`config.mk`:
```
export PLATFORM = sky130hd
export DESIGN_NAME = lpc_panel
export DESIGN_NICKNAME = d
export VERILOG_FILES = /design/src/inc/lpc_pkg.sv /design/src/hw/lpc_panel.sv
export VERILOG_INCLUDE_DIRS = /design/src /design/src/inc
export SDC_FILE = /design/constraint.sdc
export NUM_CORES = 1
export LEC_CHECK = 0
export ABC_AREA = 1
export BUFFER_PORTS_ARGS = -buffer_cell sky130_fd_sc_hd__buf_2
export CAP_MARGIN = 0
export CORE_MARGIN = 2
export CORE_UTILIZATION = 62
export CTS_BUF_LIST = sky130_fd_sc_hd__clkbuf_16
export DETAILED_ROUTE_END_ITERATION = 8
export MAX_ROUTING_LAYER = met4
export PLACE_DENSITY = 0.85
export SYNTH_ARGS = -nofsm -noshare
export SYNTH_HDL_FRONTEND = slang
export SYNTH_SLANG_ARGS = --single-unit
```
`constraint.sdc`:
```
create_clock -name clk -period 2.85 [get_ports clk]
set_clock_uncertainty 0.1 [all_clocks]
set_input_delay 0.4275 -clock clk [delete_from_list [all_inputs] [get_ports clk]]
set_output_delay 0.4275 -clock clk [all_outputs]
set_load 0.01 [all_outputs]
```
`src/inc/lpc_map.svh`:
```
`ifndef LPC_MAP_SVH
`define LPC_MAP_SVH

// clock rate in kHz, so one millisecond is this many cycles
`define LPC_CLK_KHZ        125000

// times in milliseconds
`define LPC_DEBOUNCE_MS    20
`define LPC_ONE_SEC_MS     1000
`define LPC_BLINK_HALF_MS  250
`define LPC_EVENT_MS       100
`define LPC_ENC_HOLD_MS    50

// error blink codes, value is the number of lit LEDs per strip
`define LPC_ERR_NONE       4'h0
`define LPC_ERR_CARD_ABSENT 4'h1
`define LPC_ERR_NOT_MOUNTED 4'h2
`define LPC_ERR_WRITE_PROT 4'h3
`define LPC_ERR_FILE_SYS   4'h4
`define LPC_ERR_FLASH_WR   4'h5
`define LPC_ERR_OVR_PACER  4'h6
`define LPC_ERR_OVR_FIFO   4'h7
`define LPC_ERR_OVR_EVENT  4'h8
`define LPC_ERR_DMA        4'h9
`define LPC_ERR_CARD_FULL  4'hA
`define LPC_ERR_FILE_MAX   4'hB
`define LPC_ERR_LOG_CFG    4'hC
`define LPC_ERR_CFG_DEVICE 4'hD

// terminal strips
`define LPC_STRIP_NUM      2
`define LPC_STRIP_LEDS     16
`define LPC_STRIP_CHANS    8

`endif

```
`src/inc/lpc_pkg.sv`:
```
package lpc_pkg;

  typedef enum logic [1:0] {
    LPC_IND_ALL,
    LPC_IND_TOP,
    LPC_IND_NONE
  } lpc_ind_e;

  typedef struct packed {
    logic start;
    logic force_fire;
    logic save;
    logic load;
    logic indicator_cycle;
  } lpc_btn_s;

  typedef struct packed {
    logic log_start;
    logic log_stop;
    logic force_trigger;
    logic event_mark;
    logic cfg_save;
    logic cfg_load;
  } lpc_cmd_s;

  typedef struct packed {
    logic card_activity_led;
    logic card_status_led;
    logic logging_led;
    logic acquisition_fired_led;
    logic event_led;
  } lpc_top_led_s;

endpackage : lpc_pkg

```
`src/hw/lpc_panel.sv`:
```
`timescale 1ns/1ns
`include "lpc_map.svh"

// What this block does
// [RULE1] while USB is connected, ignore top buttons and darken top LEDs
// [RULE2] blink card activity LED while a card read or write runs
// [RULE3] card operation without card lights card status LED one second
// [RULE4] blink card status LED on card fault or invalid configuration
// [RULE5] errors one to five blink that many analog LEDs per strip
// [RULE6] errors six to thirteen blink that many analog LEDs per strip
// [RULE7] any top button press acknowledges and stops the error blinking
// [RULE8] logging LED steady on while logging, off while idle
// [RULE9] acquisition fired LED on once the acquisition has triggered
// [RULE10] event LED blinks once for each event
// [RULE11] all LEDs on at reset; cycle button steps top only, none, all
// [RULE12] force fire press triggers when waiting, marks event when recording
// [RULE13] start press begins logging with valid card, no USB; stops if logging
// [RULE14] save press writes current logging configuration to the card
// [RULE15] load press reads and applies latest configuration from the card
// [RULE16] digital input LED lit while voltage is on that input
// [RULE17] output state LED follows the alarm relay state
// [RULE18] analog channel LED lit while channel is in the scan list
// [RULE19] counter LED lit while that encoder value is changing
// [RULE20] relay energized when enabled, triggered and recording
// [RULE21] power LED when ready, USB LED when on an active port
// [RULE22] buttons debounced; one action per press on the press edge
// [RULE23] error code held until acknowledged; newer error replaces it
module lpc_panel
  import lpc_pkg::*;
#(
  parameter int MS_CYCLES = `LPC_CLK_KHZ,
  parameter int DEB_MS    = `LPC_DEBOUNCE_MS,
  parameter int SEC_MS    = `LPC_ONE_SEC_MS,
  parameter int BLINK_MS  = `LPC_BLINK_HALF_MS,
  parameter int EVENT_MS  = `LPC_EVENT_MS,
  parameter int ENC_MS    = `LPC_ENC_HOLD_MS,
  parameter int NDIN      = 16,
  parameter int NCH       = 16,
  parameter int NCNT      = 4
) (
  input  wire logic                  clk,
  input  wire logic                  reset_n,
  input  wire lpc_btn_s              btn,
  input  wire logic                  usb_connected,
  input  wire logic                  usb_active,
  input  wire logic                  powered_ready,
  input  wire logic                  card_busy,
  input  wire logic                  card_present,
  input  wire logic                  card_fault,
  input  wire logic                  cfg_valid,
  input  wire logic                  op_attempt,
  input  wire logic                  err_valid,
  input  wire logic [3:0]            err_code,
  input  wire logic                  logging_active,
  input  wire logic                  waiting_trigger,
  input  wire logic                  events_recording,
  input  wire logic                  acq_triggered,
  input  wire logic                  event_pulse,
  input  wire logic [NDIN-1:0]       din,
  input  wire logic                  relay_energized,
  input  wire logic                  relay_alarm_en,
  input  wire logic                  acquisition_fired_led_met,
  input  wire logic                  recording,
  input  wire logic [NCH-1:0]        scan_list,
  input  wire logic [NCNT-1:0]       enc_change,
  output lpc_top_led_s               top_led,
  output logic                       power_led,
  output logic                       usb_activity_led,
  output logic [NDIN-1:0]            din_led,
  output logic                       relay_state_led,
  output logic [`LPC_STRIP_NUM*`LPC_STRIP_LEDS-1:0] analog_led,
  output logic [NCNT-1:0]            counter_led,
  output logic                       relay_drive,
  output lpc_cmd_s                   cmd
);

  localparam int MS_W = $clog2(MS_CYCLES + 1);
  localparam int DB_W = $clog2(DEB_MS + 1);
  localparam int TM_W = $clog2(SEC_MS + BLINK_MS + EVENT_MS + ENC_MS + 1);
  localparam int NLED = `LPC_STRIP_NUM * `LPC_STRIP_LEDS;

  // millisecond enable and blink phase
  logic [MS_W-1:0] ms_cnt_reg;
  logic            ms_tick_reg;
  logic [TM_W-1:0] blink_cnt_reg;
  logic            blink_phase_reg;

  always_ff @(posedge clk or negedge reset_n) begin
    if (!reset_n) begin
      ms_cnt_reg  <= '0;
      ms_tick_reg <= 1'b0;
    end else if (ms_cnt_reg == MS_W'(MS_CYCLES - 1)) begin
      ms_cnt_reg  <= '0;
      ms_tick_reg <= 1'b1;
    end else begin
      ms_cnt_reg  <= ms_cnt_reg + 1'b1;
      ms_tick_reg <= 1'b0;
    end
  end

  always_ff @(posedge clk or negedge reset_n) begin
    if (!reset_n) begin
      blink_cnt_reg   <= '0;
      blink_phase_reg <= 1'b0;
    end else if (ms_tick_reg) begin
      if (blink_cnt_reg == TM_W'(BLINK_MS - 1)) begin
        blink_cnt_reg   <= '0;
        blink_phase_reg <= ~blink_phase_reg;
      end else begin
        blink_cnt_reg <= blink_cnt_reg + 1'b1;
      end
    end
  end

  // button debounce: a level must hold DEB_MS ticks to be taken
  logic [4:0] btn_raw;
  wire  logic [4:0] btn_db;
  logic [4:0] btn_prev_reg;
  logic [4:0] press;
  lpc_btn_s   act_s;
  logic       any_press;
  logic       ack;
  logic [3:0] err_code_reg;

  assign btn_raw = btn;

  for (genvar gi = 0; gi < 5; gi++) begin : g_deb
    logic [DB_W-1:0] cnt_reg;
    logic            db_reg;
    always_ff @(posedge clk or negedge reset_n) begin
      if (!reset_n) begin
        cnt_reg <= '0;
        db_reg  <= 1'b0;
      end else if (ms_tick_reg) begin
        if (btn_raw[gi] == db_reg) begin
          cnt_reg <= '0;
        end else if (cnt_reg == DB_W'(DEB_MS - 1)) begin
          cnt_reg <= '0;
          db_reg  <= btn_raw[gi]; // RULE22
        end else begin
          cnt_reg <= cnt_reg + 1'b1;
        end
      end
    end
    assign btn_db[gi] = db_reg;
  end

  always_ff @(posedge clk or negedge reset_n) begin
    if (!reset_n) begin
      btn_prev_reg <= '0;
    end else begin
      btn_prev_reg <= btn_db;
    end
  end

  // press edge, dropped while USB holds the panel
  assign press     = btn_db & ~btn_prev_reg & {5{~usb_connected}}; // RULE22 RULE1
  assign any_press = |press;
  assign ack       = any_press && (err_code_reg != `LPC_ERR_NONE); // RULE7
  // a press that acknowledges an error does nothing else
  assign act_s     = lpc_btn_s'(press & {5{~ack}});

  // button commands
  always_ff @(posedge clk or negedge reset_n) begin
    if (!reset_n) begin
      cmd <= '0;
    end else begin
      cmd.log_start     <= act_s.start && !logging_active &&
                           card_present && cfg_valid; // RULE13
      cmd.log_stop      <= act_s.start && logging_active; // RULE13
      cmd.force_trigger <= act_s.force_fire && logging_active &&
                           waiting_trigger; // RULE12
      cmd.event_mark    <= act_s.force_fire && events_recording; // RULE12
      cmd.cfg_save      <= act_s.save; // RULE14
      cmd.cfg_load      <= act_s.load; // RULE15
    end
  end

  // indicator group
  lpc_ind_e ind_reg;

  always_ff @(posedge clk or negedge reset_n) begin
    if (!reset_n) begin
      ind_reg <= LPC_IND_ALL; // RULE11
    end else if (act_s.indicator_cycle) begin
      case (ind_reg)
        LPC_IND_ALL:  ind_reg <= LPC_IND_TOP; // RULE11
        LPC_IND_TOP:  ind_reg <= LPC_IND_NONE;
        LPC_IND_NONE: ind_reg <= LPC_IND_ALL;
        default:      ind_reg <= LPC_IND_ALL;
      endcase
    end
  end

  // error code, a new report wins over an acknowledge
  logic       err_take;
  assign err_take = err_valid && (err_code != `LPC_ERR_NONE) &&
                    (err_code <= `LPC_ERR_CFG_DEVICE);

  always_ff @(posedge clk or negedge reset_n) begin
    if (!reset_n) begin
      err_code_reg <= `LPC_ERR_NONE;
    end else if (err_take) begin
      err_code_reg <= err_code; // RULE23 RULE5 RULE6
    end else if (ack) begin
      err_code_reg <= `LPC_ERR_NONE; // RULE7
    end
  end

  // one second steady lamp for an attempt without a card
  logic [TM_W-1:0] steady_ms_reg;
  logic            nocard;
  assign nocard = (op_attempt || act_s.start && !logging_active) &&
                  !card_present;

  always_ff @(posedge clk or negedge reset_n) begin
    if (!reset_n) begin
      steady_ms_reg <= '0;
    end else if (nocard) begin
      steady_ms_reg <= TM_W'(SEC_MS); // RULE3
    end else if (ms_tick_reg && steady_ms_reg != '0) begin
      steady_ms_reg <= steady_ms_reg - 1'b1;
    end
  end

  // event lamp stretch
  logic [TM_W-1:0] event_ms_reg;
  always_ff @(posedge clk or negedge reset_n) begin
    if (!reset_n) begin
      event_ms_reg <= '0;
    end else if (event_pulse) begin
      event_ms_reg <= TM_W'(EVENT_MS); // RULE10
    end else if (ms_tick_reg && event_ms_reg != '0) begin
      event_ms_reg <= event_ms_reg - 1'b1;
    end
  end

  // encoder activity stretch per counter channel
  wire logic [NCNT-1:0] enc_busy;

  for (genvar gc = 0; gc < NCNT; gc++) begin : g_enc
    logic [TM_W-1:0] hold_reg;
    always_ff @(posedge clk or negedge reset_n) begin
      if (!reset_n) begin
        hold_reg <= '0;
      end else if (enc_change[gc]) begin
        hold_reg <= TM_W'(ENC_MS); // RULE19
      end else if (ms_tick_reg && hold_reg != '0) begin
        hold_reg <= hold_reg - 1'b1;
      end
    end
    assign enc_busy[gc] = (hold_reg != '0);
  end

  // analog strip pattern: blink code, otherwise the scan list
  wire logic [NLED-1:0] analog_next;

  for (genvar gs = 0; gs < `LPC_STRIP_NUM; gs++) begin : g_strip
    for (genvar gp = 0; gp < `LPC_STRIP_LEDS; gp++) begin : g_pos
      localparam logic [4:0] PI = 5'(gp);
      localparam int CH = (gp < 4) ? gs * 4 + gp : 8 + gs * 4 + gp - 4;
      logic scan_bit;
      if (gp < `LPC_STRIP_CHANS && CH < NCH) begin : g_ch
        assign scan_bit = scan_list[CH]; // RULE18
      end else begin : g_nch
        assign scan_bit = 1'b0;
      end
      assign analog_next[gs * `LPC_STRIP_LEDS + gp] =
        (err_code_reg != `LPC_ERR_NONE) ?
        (({1'b0, err_code_reg} > PI) && blink_phase_reg) : // RULE5 RULE6
        scan_bit;
    end
  end

  // lamp drive
  logic top_en;
  logic term_en;
  logic status_err;

  assign top_en     = !usb_connected && (ind_reg != LPC_IND_NONE); // RULE1
  assign term_en    = (ind_reg == LPC_IND_ALL); // RULE11
  assign status_err = card_fault || (card_present && !cfg_valid);

  always_ff @(posedge clk or negedge reset_n) begin
    if (!reset_n) begin
      top_led <= '0;
    end else begin
      top_led.card_activity_led     <= top_en && card_busy &&
                                       blink_phase_reg; // RULE2
      top_led.card_status_led       <= top_en && (steady_ms_reg != '0 ||
                                       status_err && blink_phase_reg); // RULE3 RULE4
      top_led.logging_led           <= top_en && logging_active; // RULE8
      top_led.acquisition_fired_led <= top_en && acq_triggered; // RULE9
      top_led.event_led             <= top_en && event_ms_reg != '0; // RULE10
    end
  end

  always_ff @(posedge clk or negedge reset_n) begin
    if (!reset_n) begin
      din_led         <= '0;
      relay_state_led <= 1'b0;
      analog_led      <= '0;
      counter_led     <= '0;
    end else begin
      din_led         <= term_en ? din : '0; // RULE16
      relay_state_led <= term_en && relay_energized; // RULE17
      analog_led      <= term_en ? analog_next : '0; // RULE18
      counter_led     <= term_en ? enc_busy : '0; // RULE19
    end
  end

  always_ff @(posedge clk or negedge reset_n) begin
    if (!reset_n) begin
      power_led        <= 1'b0;
      usb_activity_led <= 1'b0;
      relay_drive      <= 1'b0;
    end else begin
      power_led        <= powered_ready; // RULE21
      usb_activity_led <= usb_active; // RULE21
      relay_drive      <= relay_alarm_en && acquisition_fired_led_met && recording; // RULE20
    end
  end
endmodule : lpc_panel

```
==> Word level (Yosys, flattened, before mapping) <==
Cells that the tools add are included.
{ "word_totals": {"ff_bits": 203, "romBits": 0, "memories": 0, "ramBits": 0, "latch_bits": 0} }
{ "op_classes": {"addsub": 13, "n_reduce_logical": 74, "order_cmp": 16, "n_eq_ne": 14, "shift": 0, "div_mod_pow": 0, "multipliers": 0, "n_mux": 54, "bitwise_logic": 12} }
{ "ops": {"columns": ["operator", "n"], "rows": [
  ["two-way mux 11 bit", 13],
  ["nonzero test 11 bit", 6],
  ["subtractor 11 x 1 -> 11 bit (second input constant)", 6],
  ["two-way mux 5 bit", 10],
  ["logical AND 1 bit", 44],
  ["two-way mux 31 bit", 1],
  ["greater-than comparator 4 bit (second input constant)", 7],
  ["adder 5 x 1 -> 5 bit (second input constant)", 5],
  ["equality test 5 bit (second input constant)", 5],
  ["two-way mux 1 bit", 24],
  ["adder 17 x 1 -> 17 bit (second input constant)", 1],
  ["equality test 17 bit (second input constant)", 1],
  ["two-way mux 17 bit", 1],
  ["greater-than comparator 4 x 3 -> 1 bit (second input constant)", 4],
  ["two-way mux 16 bit", 1],
  ["AND 5 bit", 3],
  ["AND reduction 3 bit", 5],
  ["nonzero test 2 bit", 7],
  ["two-way mux 4 bit", 3],
  ["adder 11 x 1 -> 11 bit (second input constant)", 1],
  ["equality test 11 x 8 -> 1 bit (second input constant)", 1],
  ["greater-than comparator 4 x 1 -> 1 bit (second input constant)", 2],
  ["greater-than comparator 4 x 2 -> 1 bit (second input constant)", 2],
  ["NOT 1 bit", 8],
  ["12 further kinds", 22]
]} }

==> Logic depth before layout (Yosys ltp) <==
{ "depth": {"depth_word": 11, "mapped_depth": 11} }

==> Worst setup path before layout <==
OpenSTA, ideal clock, no wires.
{ "synth_timing": {"kind": "register to register", "startpoint": "reg g_enc[3].hold_reg[0]", "endpoint": "reg g_enc[3].hold_reg[10]", "path_stages_with_launch": 11, "t_arrival_ns": 1.341, "synth_period_minus_slack_ns": 1.567, "setup_slack_ns": 1.283, "path_buffers": 1, "required_ns": 2.624, "cell_sequence": "dfrtp_1 -> inv_1 -> ha_1 -> inv_1 -> nor2_1 -> nand3_1 -> nor2_2 -> nor2_4 -> nor2_4 -> buf_6 -> o21ai_0"} }
{ "synth_between": {"elab_chain_len": 3, "word_cells_on_any_way": 6, "classes_between": "1 x add/sub; 2 x mux; 3 x reduce/logical"} }
{ "synth_lines": {"columns": ["item", "line", "rtl"], "rows": [
  ["start: declaration", "lpc_panel.sv:242", "logic [TM_W-1:0] hold_reg;"],
  ["start signal: assignment", "lpc_panel.sv:247", "hold_reg <= TM_W'(ENC_MS);"],
  ["start signal: assignment", "lpc_panel.sv:249", "hold_reg <= hold_reg - 1'b1;"],
  ["subtractor 11 x 1 -> 11 bit or nonzero test 11 bit (tied branches)", "lpc_panel.sv:249, lpc_panel.sv:248", null],
  ["two-way mux 11 bit or logical AND 1 bit (tied branches)", "lpc_panel.sv:248", "end else if (ms_tick_reg && hold_reg != '0) begin"],
  ["two-way mux 11 bit or nonzero test 2 bit (tied branches)", null, null]
]} }
Parallel ways exist; a longest one is shown, timed or not. The select of a mux whose other input is x is not followed.
A chain may end at the register's enable or synchronous reset.

==> Final worst setup path <==
{ "layout_timing": {"startpoint": "reg err_code_reg[1]", "endpoint": "reg steady_ms_reg[0]"} }
{ "layout_between": {"elab_chain_len": 8, "word_cells_on_any_way": 9, "classes_between": "1 x mux; 2 x bitwise; 6 x reduce/logical"} }
{ "layout_lines": {"columns": ["item", "line", "rtl"], "rows": [
  ["start: declaration", "lpc_panel.sv:123", "logic [3:0] err_code_reg;"],
  ["start signal: assignment", "lpc_panel.sv:202", "err_code_reg <= `LPC_ERR_NONE;"],
  ["start signal: assignment", "lpc_panel.sv:204", "err_code_reg <= err_code;"],
  ["start signal: assignment", "lpc_panel.sv:206", "err_code_reg <= `LPC_ERR_NONE;"],
  ["nonzero test 4 bit (no line) (*)", null, null],
  ["logical AND 1 bit (*)", "lpc_panel.sv:159", "assign ack = any_press && (err_code_reg != `LPC_ERR_NONE);"],
  ["NOT 1 bit (*)", "lpc_panel.sv:161", "assign act_s = lpc_btn_s'(press & {5{~ack}});"],
  ["AND 5 bit (*)", "lpc_panel.sv:161", null],
  ["logical AND 1 bit (*)", "lpc_panel.sv:213", "assign nocard = (op_attempt || act_s.start && !logging_active) &&"],
  ["logical OR 1 bit (*)", "lpc_panel.sv:213", null],
  ["logical AND 1 bit (*)", "lpc_panel.sv:213", null],
  ["two-way mux 11 bit or nonzero test 2 bit (tied branches)", null, null],
  ["end signal: assignment", "lpc_panel.sv:220", "steady_ms_reg <= TM_W'(SEC_MS);"],
  ["end signal: assignment", "lpc_panel.sv:222", "steady_ms_reg <= steady_ms_reg - 1'b1;"],
  ["end: declaration", "lpc_panel.sv:211", "logic [TM_W-1:0] steady_ms_reg;"]
]} }
Mark *: on every way between the ends. The rest lies on a longest branch, timed or not.

==> impl_metrics.tcl <==
set metrics [dict create \
    count_of_tritonroute_iterations_in_the_first_routing_pass 7 \
    grt_setup_unrepaired "no" \
    grt_most_used_layer "met2" \
    critical_path_class "reg2reg" \
    synth-seq-cells 195 \
    fp.dieH_um 129 \
    cts_tree "yes" \
    yosys-top-cells-area "dfrtp_1 50%, nand2_1 10%, nor2_1 6.6%, nand3_1 5.0%, inv_1 4.7%" \
    die_outline_width_um 129 \
    crit_required_ps 3080 \
    grt_max_degree 67 \
    dp.final_hpwl_mm 14.8 \
    detailed_route_wire_length_per_cell_um 13.8 \
    grt_pass1_vias 7653 \
    power_per_cell_area_nw_per_um2 495 \
    detail_route.drc_violations 0 \
    setup_viol 0 \
    postLayoutSetupSlackWorst_ps 850 \
    cts_buffers 17 \
    yosys_warn_count 0 \
    port-buffer-count 129 \
    worst_r2r_path_depth 8 \
    total_negative_slack_ps 0 \
    design_area_um2 11100 \
    io_pins 132 \
    worst_slew_pin_slew_ps 699 \
    max_cap_violations 0 \
    synth.top_cell.area_share 0.502 \
    antenna_nets_post_route 0 \
    max_clock_freq_ghz 0.500 \
    r2r_setup_slack_ps 850 \
    post_synth_num_cell_types 47 \
    initial_antenna_violation_count 0 \
    dp_slack_ps 909 \
    synth.avg_cell_area_um2 8.31 \
    postSynth.topFlopCell "dfrtp_1" \
    yosys-top-cells-count "266 x nand2_1, 195 x dfrtp_1, 171 x nor2_1" \
    cp-endpoint "steady_ms_reg[0]" \
    post_cts_resize_count 0 \
    asyncSetResetFlopFracSynth 1.00 \
    via_per_inst 5.35 \
    report.power.total_mw 5.51 \
    status "complete, no violations" \
    clock_insertion_delay_worst_skew_ps 440 \
    root_buffer "clkbuf_16" \
    min_period_over_period 0.702 \
    clockBufferDepth 2 \
    postPlaceCellArea_um2 10500 \
    overall_global_routing_resource_usage 0.271 \
    path_clk_slew_ps 70 \
    num_antenna_cells 0 \
    timing.critical_path.arrival_ps 2230 \
    synth_area_leader_cell "dfrtp_1" \
    grt_util_met2 0.449 \
    worstPathMaxFanout 11 \
    grt_met3_usage 0.0545 \
    synth-seq-area-share 0.502 \
    core_area_um2 15300 \
    syn_inst 1171 \
    crit_path_start_kind "flip-flop" \
    floorplan.initialDensity 0.638 \
    r2r_end "steady_ms_reg[0]" \
    die_area_um2 16700 \
    area_growth_syn_to_layout_pct 14.4 \
    htreeDepth 4 \
    worst_slew_margin_rel 0.529 \
    period_minus_ws_final_ps 2000 \
    timing_max_transition_violations_final 0 \
    r2r_path_start "err_code_reg[1]" \
    post_route_cells_drive_above_1_share 0.162 \
    ir_drop_mv 0.424 \
    grt_util_met1 0.336 \
    crit_start "err_code_reg[1]" \
    critical_path.endpoint_type "flip-flop" \
    grt_overflow 0 \
    wl_mm 21.1 \
    number_of_enable_type_register_cells_in_the_synthesized_netlist 0 \
    hold_viol 0 \
    cts.sink_count 195 \
    synth.cell_area_um2 9730 \
    gp_routability_congestion 0.914 \
    global_route_wire_length_before_repair_mm 35.1 \
    initialDrtViolationCount 750 \
    num_rows 45 \
    detailroute.via_count 8164 \
    post-synth-top-count-cell "nand2_1" \
    p_leak_nw 5.86 \
    hp-class "in2reg" \
    largest_register_ff_count 44 \
    nets_final 1387 \
]
## report_power, final
part	internal [mW]	switching, mW	leakage [nW]
sequential	2.79	0.0351	2.48
combinational	0.115	0.234	3.09
clock	1.23	1.10	0.287
total	4.14	1.37	5.86
## how the worst min path moves through the flow
| stage | startpoint | endpoint | slack [ps] | cells after the start |
|---|---|---|---|---|
| after floorplan | reset_n | analog_led[0] | 30 | 0 |
| after global placement | reset_n | steady_ms_reg[7] | 260 | 1 |
| final | din[13] | din_led[13] | 80 | 3 |
| after global routing | din[14] | din_led[14] | 80 | 3 |
| after CTS | din[14] | din_led[14] | 70 | 3 |
| after detailed placement | reset_n | steady_ms_reg[5] | 260 | 1 |
## worst max-delay path, cell delays in order (launching register included)
cell	delay (ps)
dfrtp_1	470
nor2_2	190
nand2_1	280
nor2_1	200
nand2_1	90
nand2_1	60
nand2_1	240
inv_1	200
nor2_1	70
## final cells by class
| class | instances | area (µm²) |
|---|---|---|
| Clock buffer | 17 | 425 |
| Fill cell | 1101 | 4130 |
| Multi-Input combinational cell | 821 | 4170 |
| Timing Repair Buffer | 137 | 747 |
| Tap cell | 211 | 264 |
| Inverter | 130 | 492 |
| Clock inverter | 15 | 149 |
| Sequential cell | 195 | 4880 |
## repair_timing
action | 4_1_cts | 5_1_grt
hold endpoints to repair | 35 | 0
hold buffers | 3 | 0
buffers inserted | 0 | 0
## placed cells by master (no fill, tap or decap), types with 3 or more instances in the layout
master / count
dfrtp_1: 195
xor2_1: 49
a21oi_1: 21
clkbuf_16: 17
inv_1: 124
or2_2: 5
clkinv_4: 4
nor3_2: 3
xnor2_1: 6
nand4_1: 23
inv_8: 3
mux2_2: 3
ha_1: 20
nand3_2: 3
nand3_1: 97
buf_4: 3
nor3_1: 23
o21ai_0: 52
nand2_1: 266
nor4_1: 3
inv_2: 4
nand2_2: 3
dlygate4sd3_1: 3
nor2_2: 13
nor2_1: 171
o21ai_1: 12
nand3b_1: 10
buf_2: 128
inv_6: 4
nor2_4: 9
o22ai_1: 11
## logic make-up (layout without fill, tap and decap cells)
group	count (synthesis)	after routing	share of synthesized area
simple gates	633	633	0.288
flops	195	195	0.502
buf+inv	156	299	0.0698
compound gates	106	106	0.0590
xor+xnor	55	55	0.0495
fa+ha+maj	20	20	0.0257
mux	5	5	0.00579
other cells	1	2	0.000385
## stage by stage
step | hold slack [ps] | cells | util
final | 84.9 | 1526 | 0.729
after global placement | 260 | 1491 | 0.690
after CTS | 74.5 | 1526 | 0.729
after global routing | 80.3 | 1526 | 0.729
after floorplan | 31.9 | 1172 | -
after detailed placement | 260 | 1491 | 0.690
## metal layers
metal / share of wire / vias up
li1: - / 3998
met1: 0.42 / 3834
met2: 0.50 / 292
met3: 0.057 / 40
met4: 0.018 / 0
met5: 0 / -
No activity file was read; power rests on OpenSTA's default activity.
